==> config.mk <==
export PLATFORM = sky130hd
export DESIGN_NAME = sid_core
export DESIGN_NICKNAME = d
export VERILOG_FILES = /design/src/include/sid_pkg.sv /design/src/sid_core.sv
export VERILOG_INCLUDE_DIRS = /design/src /design/src/include
export SDC_FILE = /design/constraint.sdc
export NUM_CORES = 1
export LEC_CHECK = 0
export BUFFER_PORTS_ARGS = -buffer_cell sky130_fd_sc_hd__buf_2
export CORE_MARGIN = 5
export CORE_UTILIZATION = 35
export CTS_BUF_LIST = sky130_fd_sc_hd__clkbuf_4
export DETAILED_ROUTE_END_ITERATION = 8
export PLACE_DENSITY_LB_ADDON = 0.2
export SLEW_MARGIN = 10
export SYNTH_ARGS = -nofsm -noshare
export SYNTH_HDL_FRONTEND = slang
export SYNTH_SLANG_ARGS = --single-unit
export TNS_END_PERCENT = 20
==> constraint.sdc <==
create_clock -name clk_i -period 9.6 [get_ports clk_i]
set_clock_uncertainty 0.15 [all_clocks]
set_input_delay 1.92 -clock clk_i [delete_from_list [all_inputs] [get_ports clk_i]]
set_output_delay 1.92 -clock clk_i [all_outputs]
set_load 0.01 [all_outputs]
==> src/include/sid_params.svh <==
// Purpose: Constants for the subtract instruction datapath
// Assumes: 14-bit instruction words, 8-bit data path
// Notes:   Register map offsets are word indices, decoded from Wishbone address bits 5:2
`ifndef SID_PARAMS_SVH
`define SID_PARAMS_SVH

// ================================================================
// Opcode fields
`define SID_OPC_LIT_HI     13
`define SID_OPC_LIT_LO     9
`define SID_OPC_LIT_VAL    5'h1e
`define SID_OPC_REG_HI     13
`define SID_OPC_REG_LO     8
`define SID_OPC_REG_VAL    6'h02
`define SID_DEST_BIT       7
`define SID_ADDR_HI        6
`define SID_NIB_BIT        4

// ================================================================
// Register map
`define SID_ADR_INSTR      4'h0
`define SID_ADR_ACC        4'h1
`define SID_ADR_STATUS     4'h2
`define SID_ADR_MEM_ADDR   4'h3
`define SID_ADR_MEM_DATA   4'h4
`define SID_ADR_LO         2
`define SID_ADR_HI         5
`define SID_ST_CARRY       0
`define SID_ST_NIB         1
`define SID_ST_ZERO        2
`define SID_ST_LAST_OK     3
`define SID_ACC_RST        8'h00
`define SID_STATUS_RST     4'h0

`endif

==> src/include/sid_pkg.sv <==
// Purpose: Types for the subtract instruction datapath
// Assumes: sid_params.svh defines the constants
// Notes:   Flags travel as one packed struct
package sid_pkg;

    typedef struct packed {
        logic last_ok;
        logic zero;
        logic nibble_borrow_not;
        logic carry;
    } sid_flags_type;

    typedef enum logic [1:0] {
        SID_OP_NONE,
        SID_OP_LIT,
        SID_OP_REG
    } sid_op_type;

endpackage : sid_pkg

==> src/sid_core.sv <==
// Purpose: Executes the literal and register subtract-accumulator-from-operand instructions
// Assumes: Software issues instructions by writing the instruction register over Wishbone
// Notes:   Each write to the instruction register executes in one cycle
`timescale 1ns/1ps
`default_nettype none
`include "sid_params.svh"

// Contract
// - The literal operation computes the low eight opcode bits minus the accumulator, selected by upper bits 11 110x.
// - The literal operation writes the accumulator, leaves data memory alone and updates borrow, nibble and zero flags.
// - The register operation, upper bits 00 0010, subtracts the accumulator from the register at the 7-bit address.
// - The register operation writes the accumulator when the destination bit is 0 and the register when it is 1.
// - The carry flag becomes 1 when the minuend is greater than or equal to the accumulator.
// - The carry flag becomes 0 when the accumulator exceeds the minuend, and the result wraps modulo 256.
module sid_core
    import sid_pkg::*;
#(
    parameter int DATA_W  = 8,
    parameter int MEM_DEP = 128
) (
    input  wire logic        clk_i,
    input  wire logic        rst_i,
    input  wire logic        wb_cyc_i,
    input  wire logic        wb_stb_i,
    input  wire logic        wb_we_i,
    input  wire logic [5:0]  wb_adr_i,
    input  wire logic [3:0]  wb_sel_i,
    input  wire logic [31:0] wb_dat_i,
    output logic      [31:0] wb_dat_o,
    output logic             wb_ack_o
);

    initial begin
        if (DATA_W != 8 || MEM_DEP != 128) begin
            $error("sid_core supports only an 8-bit path and 128 registers");
        end
    end

    // ================================================================
    // State
    logic [7:0]         acc_r, acc_nxt;
    sid_flags_type      flags_r, flags_nxt;
    logic [13:0]        instr_r, instr_nxt;
    logic [6:0]         mem_addr_r, mem_addr_nxt;
    logic [7:0]         mem_r [MEM_DEP];
    logic               mem_we;
    logic [6:0]         mem_wa;
    logic [7:0]         mem_wd;
    logic               ack_r, ack_nxt;
    logic [31:0]        rdat_r, rdat_nxt;

    // ================================================================
    // Bus decode
    logic       req;
    logic       wr_lo;
    logic [3:0] idx;

    assign req   = wb_cyc_i && wb_stb_i && !ack_r;
    // Writes land at the edge that samples ack high, while the request still stands
    assign wr_lo = wb_cyc_i && wb_stb_i && ack_r && wb_we_i && wb_sel_i[0];
    assign idx   = wb_adr_i[`SID_ADR_HI:`SID_ADR_LO];

    // ================================================================
    // Subtract datapath
    sid_op_type  op;
    logic [6:0]  f_addr;
    logic [7:0]  minuend;
    logic [8:0]  diff;
    logic [4:0]  nib_diff;
    logic [7:0]  result;
    logic        exec;

    assign exec   = wr_lo && idx == `SID_ADR_INSTR;
    assign f_addr = wb_dat_i[`SID_ADDR_HI:0];

    always_comb begin
        op = SID_OP_NONE;
        if (wb_dat_i[`SID_OPC_LIT_HI:`SID_OPC_LIT_LO] == `SID_OPC_LIT_VAL) begin
            op = SID_OP_LIT;
        end else if (wb_dat_i[`SID_OPC_REG_HI:`SID_OPC_REG_LO] == `SID_OPC_REG_VAL) begin
            op = SID_OP_REG;
        end
    end

    assign minuend  = (op == SID_OP_LIT) ? wb_dat_i[7:0] : mem_r[f_addr];
    assign diff     = {1'b0, minuend} - {1'b0, acc_r};
    assign nib_diff = {1'b0, minuend[3:0]} - {1'b0, acc_r[3:0]};
    assign result   = diff[7:0];

    // ================================================================
    // Next state
    always_comb begin
        acc_nxt      = acc_r;
        flags_nxt    = flags_r;
        instr_nxt    = instr_r;
        mem_addr_nxt = mem_addr_r;
        mem_we       = 1'b0;
        mem_wa       = f_addr;
        mem_wd       = result;
        ack_nxt      = req;
        rdat_nxt     = 32'h0000_0000;
        if (exec) begin
            instr_nxt = wb_dat_i[13:0];
            flags_nxt.last_ok = (op != SID_OP_NONE);
            if (op != SID_OP_NONE) begin
                flags_nxt.carry             = ~diff[8];
                flags_nxt.nibble_borrow_not = ~nib_diff[`SID_NIB_BIT];
                flags_nxt.zero              = (result == 8'h00);
                if (op == SID_OP_LIT || !wb_dat_i[`SID_DEST_BIT]) begin
                    acc_nxt = result;
                end else begin
                    mem_we = 1'b1;
                end
            end
        end else if (wr_lo) begin
            unique case (idx)
                `SID_ADR_ACC:      acc_nxt = wb_dat_i[7:0];
                `SID_ADR_MEM_ADDR: mem_addr_nxt = wb_dat_i[6:0];
                `SID_ADR_MEM_DATA: begin
                    mem_we = 1'b1;
                    mem_wa = mem_addr_r;
                    mem_wd = wb_dat_i[7:0];
                end
                default: ;
            endcase
        end
        if (req && !wb_we_i) begin
            unique case (idx)
                `SID_ADR_INSTR:    rdat_nxt = {18'h0, instr_r};
                `SID_ADR_ACC:      rdat_nxt = {24'h0, acc_r};
                `SID_ADR_STATUS:   rdat_nxt = {28'h0, flags_r};
                `SID_ADR_MEM_ADDR: rdat_nxt = {25'h0, mem_addr_r};
                `SID_ADR_MEM_DATA: rdat_nxt = {24'h0, mem_r[mem_addr_r]};
                default:           rdat_nxt = 32'h0000_0000;
            endcase
        end
    end

    // ================================================================
    // Registers
    always_ff @(posedge clk_i) begin
        if (rst_i) begin
            acc_r      <= `SID_ACC_RST;
            flags_r    <= `SID_STATUS_RST;
            instr_r    <= 14'h0000;
            mem_addr_r <= 7'h00;
            ack_r      <= 1'b0;
            rdat_r     <= 32'h0000_0000;
        end else begin
            acc_r      <= acc_nxt;
            flags_r    <= flags_nxt;
            instr_r    <= instr_nxt;
            mem_addr_r <= mem_addr_nxt;
            ack_r      <= ack_nxt;
            rdat_r     <= rdat_nxt;
        end
    end

    // Data memory has no reset, as in a register file
    always_ff @(posedge clk_i) begin
        if (mem_we) begin
            mem_r[mem_wa] <= mem_wd;
        end
    end

    assign wb_ack_o = ack_r;
    assign wb_dat_o = rdat_r;

    // ================================================================
    // Checks
    a_lit_acc_result: assert property (@(posedge clk_i) disable iff (rst_i)
        exec && op == SID_OP_LIT |=> acc_r == $past(wb_dat_i[7:0]) - $past(acc_r))
        else $error("literal subtract result wrong");
    a_lit_no_mem: assert property (@(posedge clk_i) disable iff (rst_i)
        exec && op == SID_OP_LIT |-> !mem_we)
        else $error("literal subtract wrote memory");
    a_reg_minuend: assert property (@(posedge clk_i) disable iff (rst_i)
        exec && op == SID_OP_REG |-> minuend == mem_r[wb_dat_i[6:0]])
        else $error("register minuend not from addressed register");
    a_reg_dest_mem: assert property (@(posedge clk_i) disable iff (rst_i)
        exec && op == SID_OP_REG && wb_dat_i[7] |=> acc_r == $past(acc_r)
        && mem_r[$past(f_addr)] == $past(result))
        else $error("register subtract destination wrong");
    a_reg_dest_acc: assert property (@(posedge clk_i) disable iff (rst_i)
        exec && op == SID_OP_REG && !wb_dat_i[7] |=> acc_r == $past(result))
        else $error("accumulator destination not written");
    a_carry_set: assert property (@(posedge clk_i) disable iff (rst_i)
        exec && op != SID_OP_NONE && minuend >= acc_r |=> flags_r.carry)
        else $error("carry not set for non-negative result");
    a_carry_clear: assert property (@(posedge clk_i) disable iff (rst_i)
        exec && op != SID_OP_NONE && minuend < acc_r |=> !flags_r.carry)
        else $error("carry not cleared for negative result");
    a_zero_nibble: assert property (@(posedge clk_i) disable iff (rst_i)
        exec && op != SID_OP_NONE |=> flags_r.zero == ($past(minuend) == $past(acc_r))
        && flags_r.nibble_borrow_not == ($past(minuend[3:0]) >= $past(acc_r[3:0])))
        else $error("zero or nibble flag wrong");
    a_ack_one: assert property (@(posedge clk_i) disable iff (rst_i)
        wb_ack_o |=> !wb_ack_o)
        else $error("ack held more than one cycle");

    // ================================================================
    // Bus checks
    a_ack_after_req: assert property (@(posedge clk_i) disable iff (rst_i)
        req |=> wb_ack_o)
        else $error("request not acknowledged");

    a_ack_needs_req: assert property (@(posedge clk_i) disable iff (rst_i)
        wb_ack_o |-> $past(wb_cyc_i && wb_stb_i))
        else $error("ack without request");

    a_idle_dat_zero: assert property (@(posedge clk_i) disable iff (rst_i)
        !wb_ack_o |-> wb_dat_o == 32'h0000_0000)
        else $error("read data not zero outside ack");

    a_read_acc: assert property (@(posedge clk_i) disable iff (rst_i)
        req && !wb_we_i && idx == `SID_ADR_ACC |=> wb_dat_o == {24'h0, $past(acc_r)})
        else $error("accumulator read wrong");

    a_read_status: assert property (@(posedge clk_i) disable iff (rst_i)
        req && !wb_we_i && idx == `SID_ADR_STATUS |=> wb_dat_o == {28'h0, $past(flags_r)})
        else $error("status read wrong");

    a_read_instr: assert property (@(posedge clk_i) disable iff (rst_i)
        req && !wb_we_i && idx == `SID_ADR_INSTR |=> wb_dat_o == {18'h0, $past(instr_r)})
        else $error("instruction read wrong");

    a_read_addr: assert property (@(posedge clk_i) disable iff (rst_i)
        req && !wb_we_i && idx == `SID_ADR_MEM_ADDR |=> wb_dat_o == {25'h0, $past(mem_addr_r)})
        else $error("memory address read wrong");

    a_read_unmapped: assert property (@(posedge clk_i) disable iff (rst_i)
        req && !wb_we_i && idx > `SID_ADR_MEM_DATA |=> wb_dat_o == 32'h0000_0000)
        else $error("unmapped read not zero");

    a_write_acc: assert property (@(posedge clk_i) disable iff (rst_i)
        wr_lo && idx == `SID_ADR_ACC |=> acc_r == $past(wb_dat_i[7:0]))
        else $error("accumulator write lost");

    a_write_addr: assert property (@(posedge clk_i) disable iff (rst_i)
        wr_lo && idx == `SID_ADR_MEM_ADDR |=> mem_addr_r == $past(wb_dat_i[6:0]))
        else $error("memory address write lost");

    a_write_mem: assert property (@(posedge clk_i) disable iff (rst_i)
        wr_lo && idx == `SID_ADR_MEM_DATA |=> mem_r[$past(mem_addr_r)] == $past(wb_dat_i[7:0]))
        else $error("memory data write lost");

    a_no_write_hold: assert property (@(posedge clk_i) disable iff (rst_i)
        !wr_lo |=> acc_r == $past(acc_r) && flags_r == $past(flags_r) && instr_r == $past(instr_r))
        else $error("state changed without a write");

    a_mem_we_cause: assert property (@(posedge clk_i) disable iff (rst_i)
        mem_we |-> wr_lo)
        else $error("memory written without a bus write");

    // ================================================================
    // Instruction checks
    a_instr_latch: assert property (@(posedge clk_i) disable iff (rst_i)
        exec |=> instr_r == $past(wb_dat_i[13:0]))
        else $error("instruction not latched");

    a_last_ok: assert property (@(posedge clk_i) disable iff (rst_i)
        exec |=> flags_r.last_ok == ($past(op) != SID_OP_NONE))
        else $error("recognised flag wrong");

    a_unknown_keeps: assert property (@(posedge clk_i) disable iff (rst_i)
        exec && op == SID_OP_NONE |=> acc_r == $past(acc_r) && flags_r[2:0] == $past(flags_r[2:0]))
        else $error("unknown opcode changed state");

    a_unknown_no_mem: assert property (@(posedge clk_i) disable iff (rst_i)
        exec && op == SID_OP_NONE |-> !mem_we)
        else $error("unknown opcode wrote memory");

    a_op_decode_lit: assert property (@(posedge clk_i) disable iff (rst_i)
        wb_dat_i[`SID_OPC_LIT_HI:`SID_OPC_LIT_LO] == `SID_OPC_LIT_VAL |-> op == SID_OP_LIT)
        else $error("literal opcode not decoded");

    a_op_decode_reg: assert property (@(posedge clk_i) disable iff (rst_i)
        wb_dat_i[`SID_OPC_REG_HI:`SID_OPC_REG_LO] == `SID_OPC_REG_VAL |-> op == SID_OP_REG)
        else $error("register opcode not decoded");

    a_lit_minuend: assert property (@(posedge clk_i) disable iff (rst_i)
        op == SID_OP_LIT |-> minuend == wb_dat_i[7:0])
        else $error("literal minuend wrong");

    // ================================================================
    // Result and flag checks
    a_lit_carry: assert property (@(posedge clk_i) disable iff (rst_i)
        exec && op == SID_OP_LIT |=> flags_r.carry == ($past(wb_dat_i[7:0]) >= $past(acc_r)))
        else $error("literal carry wrong");

    a_reg_acc_keep_mem: assert property (@(posedge clk_i) disable iff (rst_i)
        exec && op == SID_OP_REG && !wb_dat_i[`SID_DEST_BIT] |-> !mem_we)
        else $error("accumulator destination wrote memory");

    a_reg_dest_write: assert property (@(posedge clk_i) disable iff (rst_i)
        exec && op == SID_OP_REG && wb_dat_i[`SID_DEST_BIT] |-> mem_we && mem_wa == f_addr && mem_wd == result)
        else $error("register destination write wrong");

    a_result_wrap: assert property (@(posedge clk_i) disable iff (rst_i)
        exec && op != SID_OP_NONE && minuend < acc_r |-> result == 8'(minuend + ~acc_r + 8'h01))
        else $error("negative result does not wrap");

    a_zero_only: assert property (@(posedge clk_i) disable iff (rst_i)
        exec && op != SID_OP_NONE && result != 8'h00 |=> !flags_r.zero)
        else $error("zero flag set for nonzero result");


endmodule : sid_core
`default_nettype wire

# After elaboration in Yosys (flattened, before gate mapping)
# Memories as Yosys holds them, arrays and structs flattened. A register that Yosys moved wholly into a read port is not among the register bits.
# Index checks and enable logic that the tools add are counted.
[classes]
add_sub_neg = 2
n_mul = 0
div = 0
n_lt_le_gt_ge = 0
eq_ne = 9
n_shift = 0
muxes = 24
bitwise = 4
reduce_logical = 20
[ops]
columns = ["op", "count"]
rows = [
  ["$mux W8", 9],
  ["$pmux W14 S5", 1],
  ["$mux W7", 5],
  ["$sub A8 B8 Y9", 1],
  ["$eq A4 B2 Y1 const B", 2],
  ["$logic_not A8 Y1", 1],
  ["$logic_and A1 B1 Y1", 7],
  ["$mux W1", 7],
  ["$eq A6 B2 Y1 const B", 1],
  ["$reduce_bool A2 Y1", 3],
  ["$eq A5 B5 Y1 const B", 1],
  ["$sub A4 B4 Y5", 1],
  ["$eq A4 B1 Y1 const B", 1],
  ["$eq A4 B3 Y1 const B", 1],
  ["$logic_not A4 Y1", 1],
  ["$mux W2", 2],
  ["$ne A2 B1 Y1 const B", 2],
  ["$not A1 Y1", 4],
  ["$reduce_and A4 Y1", 1],
  ["$logic_not A1 Y1", 3],
  ["$reduce_and A3 Y1", 1],
  ["$eq A2 B1 Y1 const B", 1],
  ["$reduce_and A2 Y1", 1],
  ["$reduce_or A2 Y1", 1],
  ["$logic_or A1 B1 Y1", 1],
]
[word_totals]
reg_bits = 66
latch_bits = 0
ramBits = 1024
mem_bits_ro = 0
in_bits = 47
output_inout_bits = 33
elab_cells = 69
n_memories = 1
[mem_list]
columns = ["name", "words", "width", "rd", "rd_clocked_by_memory_dff", "wr", "line_no", "rtl"]
rows = [
  ["mem_r", 128, 8, 2, 1, 1, "sid_core.sv:45", "logic [7:0] mem_r [MEM_DEP];"],
]

# Depth between registers and ports, before layout
# Gate-level depths: netlist of run 1.
[logic_depth]
depth_word = 10
depth_mapped = 20

# Worst setup path before layout of run 1
# No wires, ideal clock.
[synth_timing]
path_type = "input-to-reg"
from = "input port wb_dat_i[0]"
to = "memory mem_r[0][5], data pin"
setup_time_ns = 0.918
arrival_ns = 8.463
required_ns = 8.532
slack_ns = 0.068
stages = 16
path_cell_list = "buf_2 buf_4 buf_2 mux4_2 a22oi_1 a21oi_1 nor2_1 nor2_1 a221oi_1 o21ai_0 ha_1 nor2b_1 o21ai_0 a2111oi_0 a211oi_1 mux2i_1"
[synth_via]
elab_chain_cells = 6
[synth_lines]
columns = ["item", "line_no", "rtl"]
rows = [
  ["start: declaration", "sid_core.sv:28", "input wire logic [31:0] wb_dat_i,"],
  ["$mem_v2 Z128 W8", "--", ""],
  ["$mux W8 (*)", "sid_core.sv:85", "assign minuend = (op == SID_OP_LIT) ? wb_dat_i[7:0] : mem_r[f_addr];"],
  ["$sub A8 B8 Y9 (*)", "sid_core.sv:86", "assign diff = {1'b0, minuend} - {1'b0, acc_r};"],
  ["$mux W8", "sid_core.sv:116", "unique case (idx)"],
  ["$mux W8", "sid_core.sv:115", "end else if (wr_lo) begin"],
  ["$mux W8 (*)", "sid_core.sv:102", "if (exec) begin"],
  ["net mem_wd[5]", "sid_core.sv:48", "logic [7:0] mem_wd;"],
  ["end: declaration", "sid_core.sv:45", ""],
]
# Mark *: on every way through the listed nets, which the timed path passes. The rest lies on a longest branch.

# Worst setup path in the final report of run 1
[layout_timing]
from = "input port wb_dat_i[3]"
to = "memory mem_r[19][6], data pin"
# The elaborated chain is that of the path after synthesis.

==> impl_metrics.toml, run 1 <==
[finish]
mostFrequentLayoutCell = "edfxtp_1"
area_growth_pct = 12.01
drive_gt1_share_pct = 35.71
finish.net_count = 3128
fin_util_pct = 39.28
nFillCells = 13380
final_cell_mix = "edfxtp_1, mux4_2, clkbuf_4"

[yosys]
ys_seq_elements = 1079
synthCells = 2836
syn_avg_cell_area_sq_um = 17.94
ys_types = 66
synth_edf_count = 1024
ys_seq_area_share_pct = 62.61
ys_warn_count = 0
async_flop_share_pct = 0
syn_area_sq_um = 50870
synth_ff_type = "edfxtp_1"

[sta]
slew_viol_final = 0
fin_crit_sh_pct = 75.92
finalHoldViolations = 0
whs_ns = 0.3111
finalCriticalPeriod_ns = 7.288
setup_viol = 0
worstMarginPinSlew_ns = 1.325
max_freq_mhz = 137.2
timing.slew.headroom_pct = 11.45
setup-tns-final_ns = 0
rsz0062_at_grt = "no"

[route]
drc_errors = 0
routed_wl_mm = 176.7
vias = 31600
wl_per_cell_um = 34.09
dr.pass1.iters = 6
vias_per_cell = 6.096
drtIter0Drc = 3501
antenna_left = 0

[floorplanning]
core.rowCount = 140
core_area_sq_um = 145000
die_area_sq_um = 153100
start_util_pct = 35.07
pin_count = 80
die_h_um = 391.2
die_x_um = 391.2

[power_and_ir_drop]
seq_power_share_pct = 52.4
power_switching_mw = 2.637
pwr-share-clk_pct = 38.7
p_int_mw = 7.789
ir_drop_mv = 0.1338
swShare_pct = 25.29
combPwrFrac_pct = 8.9
power.density_nw_per_um2 = 183.0
p_leak_nw = 17.39

[placed_design]
place.gp.congestion = 0.9315
io_buffers = 38
post-dp-hpwl_mm = 116.2

[worst_setup_path]
crit_path_start_kind = "primary input"
path_cells = "buf_2, nor2b_4, buf_4, nand2_1, o22ai_1, a2111oi_1, nor3_1, ha_1, inv_1, fa_1, a21o_1, a21oi_1, o21ai_0, a21oi_1, xnor2_1, mux2_4, buf_12"
cp.arrival_ns = 8.12
crit_top_cell = "a21oi_1"
worstPathRequired_ns = 10.44
r2r_setup_slack_ns = 3.65
r2r_start = "mem_r[11][0]$_DFFE_PP_"
rr_worst_depth = 16
critical_path.slowest_cell = "nor3_1"
startpoint = "wb_dat_i[3]"
worstSetupPathType = "in2reg"
cpPeakStageDelay_ns = 0.75
endpoint = "mem_r[19][6]$_DFFE_PP_"
worst_r2r_endpoint = "mem_r[19][6]$_DFFE_PP_"
crit_fanout = 64
end_kind = "flip-flop"

[clock_tree]
tritoncts = "done"
cts_buffers = 308
clock-sinks = 1079
cts_resized = 0
postCtsSetupBuffers = 0
htree_levels = 5
clk_path_buf_depth = 4
cts-root-buf = "clkbuf_4"
postCtsHoldBufs = 0
clkLatencyLatePin_ns = 1.27
cts.clk_slew.worst_paths_ns = 0.06

[min_path]
hold_path.class = "reg2reg"
holdPathStages = 2

[global_routing]
grt_pass1_vias = 32590
track_usage_pct = 22.98
grt.overflow.total = 0
grt_max_degree = 129
antenna_found_initial = 11
grt_pass1_wl_mm = 246.9

[run]
cap_violations = 0

[status]
outcome = "finished, final reports clean"
==> worst max-delay path: cells and delay by family <==
family / cells / cell delay [ns]
fa+ha+maj: 2 / 0.74
compound gates: 6 / 1.26
simple gates: 3 / 1.73
buf+inv: 4 / 1.49
xor+xnor: 1 / 0.20
mux: 1 / 0.61
==> per-layer routing <==
layer / vias up / GRT usage, % / share of wire [%]
li1: 12590 / - / -
met5: - / 0 / 0.015
met3: 377 / 7.566 / 11
met4: 4 / 9.722 / 4.4
met2: 1897 / 35.25 / 46
met1: 16730 / 30.13 / 39
==> per-stage QoR <==
stage	area, sq um	setup slack (ns)	std cells	total power [mW]
floorplan	50930	0.06849	2853	6.075
global placement	53410	1.396	4678	6.445
detailed placement	53410	1.348	4678	6.490
CTS	56960	2.698	5174	10.51
global route	56970	2.300	5179	10.83
finish	56980	2.312	5183	10.43
==> worst min-delay path by stage <==
stage	start	to
final	instr_r[7]$_SDFFE_PP0P_	instr_r[7]$_SDFFE_PP0P_
after CTS	instr_r[3]$_SDFFE_PP0P_	instr_r[3]$_SDFFE_PP0P_
after detailed placement	instr_r[5]$_SDFFE_PP0P_	instr_r[5]$_SDFFE_PP0P_
after floorplan	instr_r[10]$_SDFFE_PP0P_	instr_r[10]$_SDFFE_PP0P_
after global routing	instr_r[3]$_SDFFE_PP0P_	instr_r[3]$_SDFFE_PP0P_
after global placement	instr_r[13]$_SDFFE_PP0P_	instr_r[13]$_SDFFE_PP0P_
==> power groups by stage <==
stage                     combinational, mW  sequential, mW  clock (mW)
final                                 0.931            5.46        4.03
after global routing                  0.973            5.46        4.40
after CTS                             0.925            5.46        4.12
after detailed placement              0.926            5.56           0
after global placement                0.882            5.56           0
after floorplan                       0.462            5.61           0
==> synthesized netlist by cell type, types with 17 or more instances <==
| library cell | instances | area (sq um) |
|---|---|---|
| o21ai_0 | 32 | 160.2 |
| a21oi_1 | 77 | 385.4 |
| nand2_1 | 111 | 416.7 |
| clkbuf_1 | 85 | 319.1 |
| a22oi_1 | 73 | 548.0 |
| mux2i_1 | 115 | 1151 |
| o22ai_1 | 32 | 200.2 |
| or2_2 | 17 | 106.4 |
| dfxtp_1 | 55 | 1101 |
| nor2b_1 | 17 | 106.4 |
| nand3_1 | 27 | 135.1 |
| buf_1 | 26 | 97.59 |
| nor2_1 | 203 | 762.0 |
| mux4_2 | 504 | 11350 |
| edfxtp_1 | 1024 | 30750 |
| nor3_1 | 21 | 105.1 |
| buf_6 | 19 | 214.0 |
| mux2_2 | 17 | 191.4 |
| buf_2 | 60 | 300.3 |
| a221oi_1 | 27 | 236.5 |
| a211oi_1 | 25 | 187.7 |
| inv_1 | 18 | 67.56 |
| buf_4 | 52 | 390.4 |
==> area by class of cell <==
class                           count  area, sq um  area share (%)
Multi-Input combinational cell   1511        17810           31.25
Antenna cell                        9        22.52         0.03953
Tap cell                         1917         2399           4.210
Clock buffer                      430         3228           5.665
Sequential cell                  1079        31860           55.92
Clock inverter                     66        314.1          0.5512
Timing Repair Buffer              150         1266           2.222
Inverter                           21        78.83          0.1383
==> sequential cells by signal (all words and copies together) (netlist names), named ones only <==
| signal | count |
|---|---|
| mem_r | 1024 |
| wb_dat_o | 14 |
| wb_ack_o | 1 |
| mem_addr_r | 7 |
| flags_r | 4 |
| acc_r | 8 |
| instr_r | 14 |
==> cell families after synthesis <==
kind of cell,after synthesis,share of synthesized area [%]
flip-flops,1079,62.61
multiplexers,636,24.95
AND/OR/NAND/NOR,472,4.294
AO/OA/AOI/OAI,371,5.052
buffers and inverters,263,2.752
adder cells (fa/ha/maj),10,0.2607
XOR/XNOR,4,0.06888
other,1,0.007372
Power figures use the tool's default switching activity.
==> run 2: changes to the inputs <==
clock period = 5.87 ns   (was 9.6 ns; I/O delays follow)
==> run 2 against run 1 <==
- non-clock buffer count up 174
- wire length up 0.38%
- final area up 3.1%
- power up 67%
- first-iteration DRC count down 5.2%
- critical path depth up 2
- sequential share of layout area down 1.7 points
- clock power up 67%
- combinational power up 90%
- largest cell class unchanged
==> impl_metrics.toml, run 2 (same netlist as run 1, synthesis figures left out) <==
[status]
outcome = "finished, final reports clean"

[route]
antenna_left = 0
wl_met3_mm = 16.98
drt-met1-wl_mm = 70.15
vias = 32000
drtIter0Drc = 3318
dr_wl_met2_mm = 82.21
dr.pass1.iters = 6
drc_errors = 0
top_layer_used = "met5"
vias_per_cell = 5.947
wl_per_cell_um = 32.97
routed_wl_mm = 177.4

[floorplanning]
die_h_um = 391.2
start_util_pct = 35.07
die_x_um = 391.2
core.rowCount = 140
die_area_sq_um = 153100
pin_count = 80
core_area_sq_um = 145000

[sta]
whs_ns = 0.1855
setup_viol = 0
finalHoldViolations = 0
fin_crit_sh_pct = 90.41
timing.slew.headroom_pct = 21.67
worstMarginPinSlew_ns = 1.163
max_freq_mhz = 188.4
rsz0062_at_grt = "no"
finalCriticalPeriod_ns = 5.307
slew_viol_final = 0

[worst_setup_path]
worstSetupPathType = "in2reg"
cp.arrival_ns = 6.19
rr_worst_depth = 15
crit_fanout = 16
crit_path_start_kind = "primary input"
worstPathRequired_ns = 6.76
end_kind = "flip-flop"

[placed_design]
io_buffers = 38
dp.cells = 4842
place.gp.congestion = 0.9372
post_dp_cell_area_sq_um = 54960
post-dp-hpwl_mm = 120.2

[global_routing]
track_usage_pct = 23.10
grt_pass1_vias = 32980
antenna_found_initial = 11
grt_pass1_wl_mm = 247.8
grt_max_degree = 99
grt.overflow.total = 0

[clock_tree]
htree_levels = 5
clock-sinks = 1079
cts.clk_slew.worst_paths_ns = 0.07
tritoncts = "done"
clk_path_buf_depth = 4
cts_resized = 0
cts-root-buf = "clkbuf_4"
clkLatencyLatePin_ns = 1.30
cts_buffers = 310

[power_and_ir_drop]
p_leak_nw = 18.40
power.density_nw_per_um2 = 296.7
p_total_mw = 17.44
ir_drop_mv = 0.1357

[finish]
finish.net_count = 3304
design_area_sq_um = 58760
final-instance-count-excl-fill = 5380
nFillCells = 13110
largest_register = "mem_r"
mostFrequentLayoutCell = "edfxtp_1"
largest_register_ffs = 1024
area_growth_pct = 15.52
drive_gt1_share_pct = 38.59
final_cell_mix = "edfxtp_1, mux4_2, clkbuf_4"
fin_util_pct = 40.52

[min_path]
holdPathStages = 3
hold_path.class = "in2reg"

[run]
cap_violations = 0
==> run 2: cell types whose count changed in the layout (fill, tap and decap cells not counted), moves of 2 or more <==
cell and change:
clkinv_1 +14, dlygate4sd3_1 +10, diode_2 +2, nand2b_1 +3
clkinv_2 +5, clkbuf_4 +5, buf_12 +26, inv_2 -4
buf_4 +138, nand2b_2 -3
==> run 2: final timing paths <==
path / startpoint / to / slack [ns]
worst min-delay path: wb_adr_i[4] / wb_dat_o[9]$_SDFF_PP0_ / 0.19
worst max register to register: mem_r[120][2]$_DFFE_PP_ / mem_r[56][6]$_DFFE_PP_ / 1.05
worst min register to register: instr_r[9]$_SDFFE_PP0P_ / instr_r[9]$_SDFFE_PP0P_ / 0.31
worst max-delay path: wb_dat_i[0] / mem_r[56][6]$_DFFE_PP_ / 0.56
==> run 2: critical path, stage by stage <==
cell	delay [ns]
buf_8	0.24
buf_12	0.23
buf_12	0.19
buf_12	0.18
mux4_2	0.51
a22o_1	0.26
o21ai_0	0.54
buf_4	0.23
o41ai_1	0.12
a22oi_1	0.22
o21ai_1	0.16
ha_1	0.35
a21o_1	0.17
a21oi_1	0.20
o21ai_0	0.12
a21oi_1	0.26
xnor2_1	0.19
mux2_4	0.44
buf_4	0.31
==> run 2: layer usage <==
metal	vias up	track usage, %
met2	1795	35.85
li1	12950	-
met1	16870	30.53
met3	387	6.517
met4	4	10.08
met5	-	0
==> run 2: area by class of cell <==
| cell class | instances | area (sq um) | share of cell area (%) |
|---|---|---|---|
| Inverter | 21 | 78.83 | 0.1341 |
| Tap cell | 1917 | 2399 | 4.082 |
| Multi-Input combinational cell | 1511 | 17800 | 30.29 |
| Antenna cell | 11 | 27.53 | 0.04684 |
| Sequential cell | 1079 | 31860 | 54.22 |
| Timing Repair Buffer | 324 | 2923 | 4.974 |
| Clock inverter | 82 | 406.6 | 0.6920 |
| Clock buffer | 435 | 3266 | 5.557 |
==> run 2: stage by stage <==
step | setup TNS, ns | setup WS, ns
6_report | 0 | 0.5631
5_1_grt | 0 | 0.5628
4_1_cts | 0 | 0.7989
3_5_place_dp | -223.84 | -0.5410
3_3_place_gp | -218.16 | -0.5170
2_1_floorplan | -128.79 | -0.6334
==> run 2: where the power goes <==
group	total (mW)	switching [mW]	internal, mW	leakage [nW]
registers	8.92	0.000553	8.92	9.66
logic	1.77	1.22	0.557	6.53
clock network	6.74	3.21	3.53	2.21
==> run 2: what timing repair did <==
action,in CTS,in global routing
setup endpoints to repair,0,0
hold buffers,10,0
buffers inserted,0,0
hold endpoints to repair,10,0
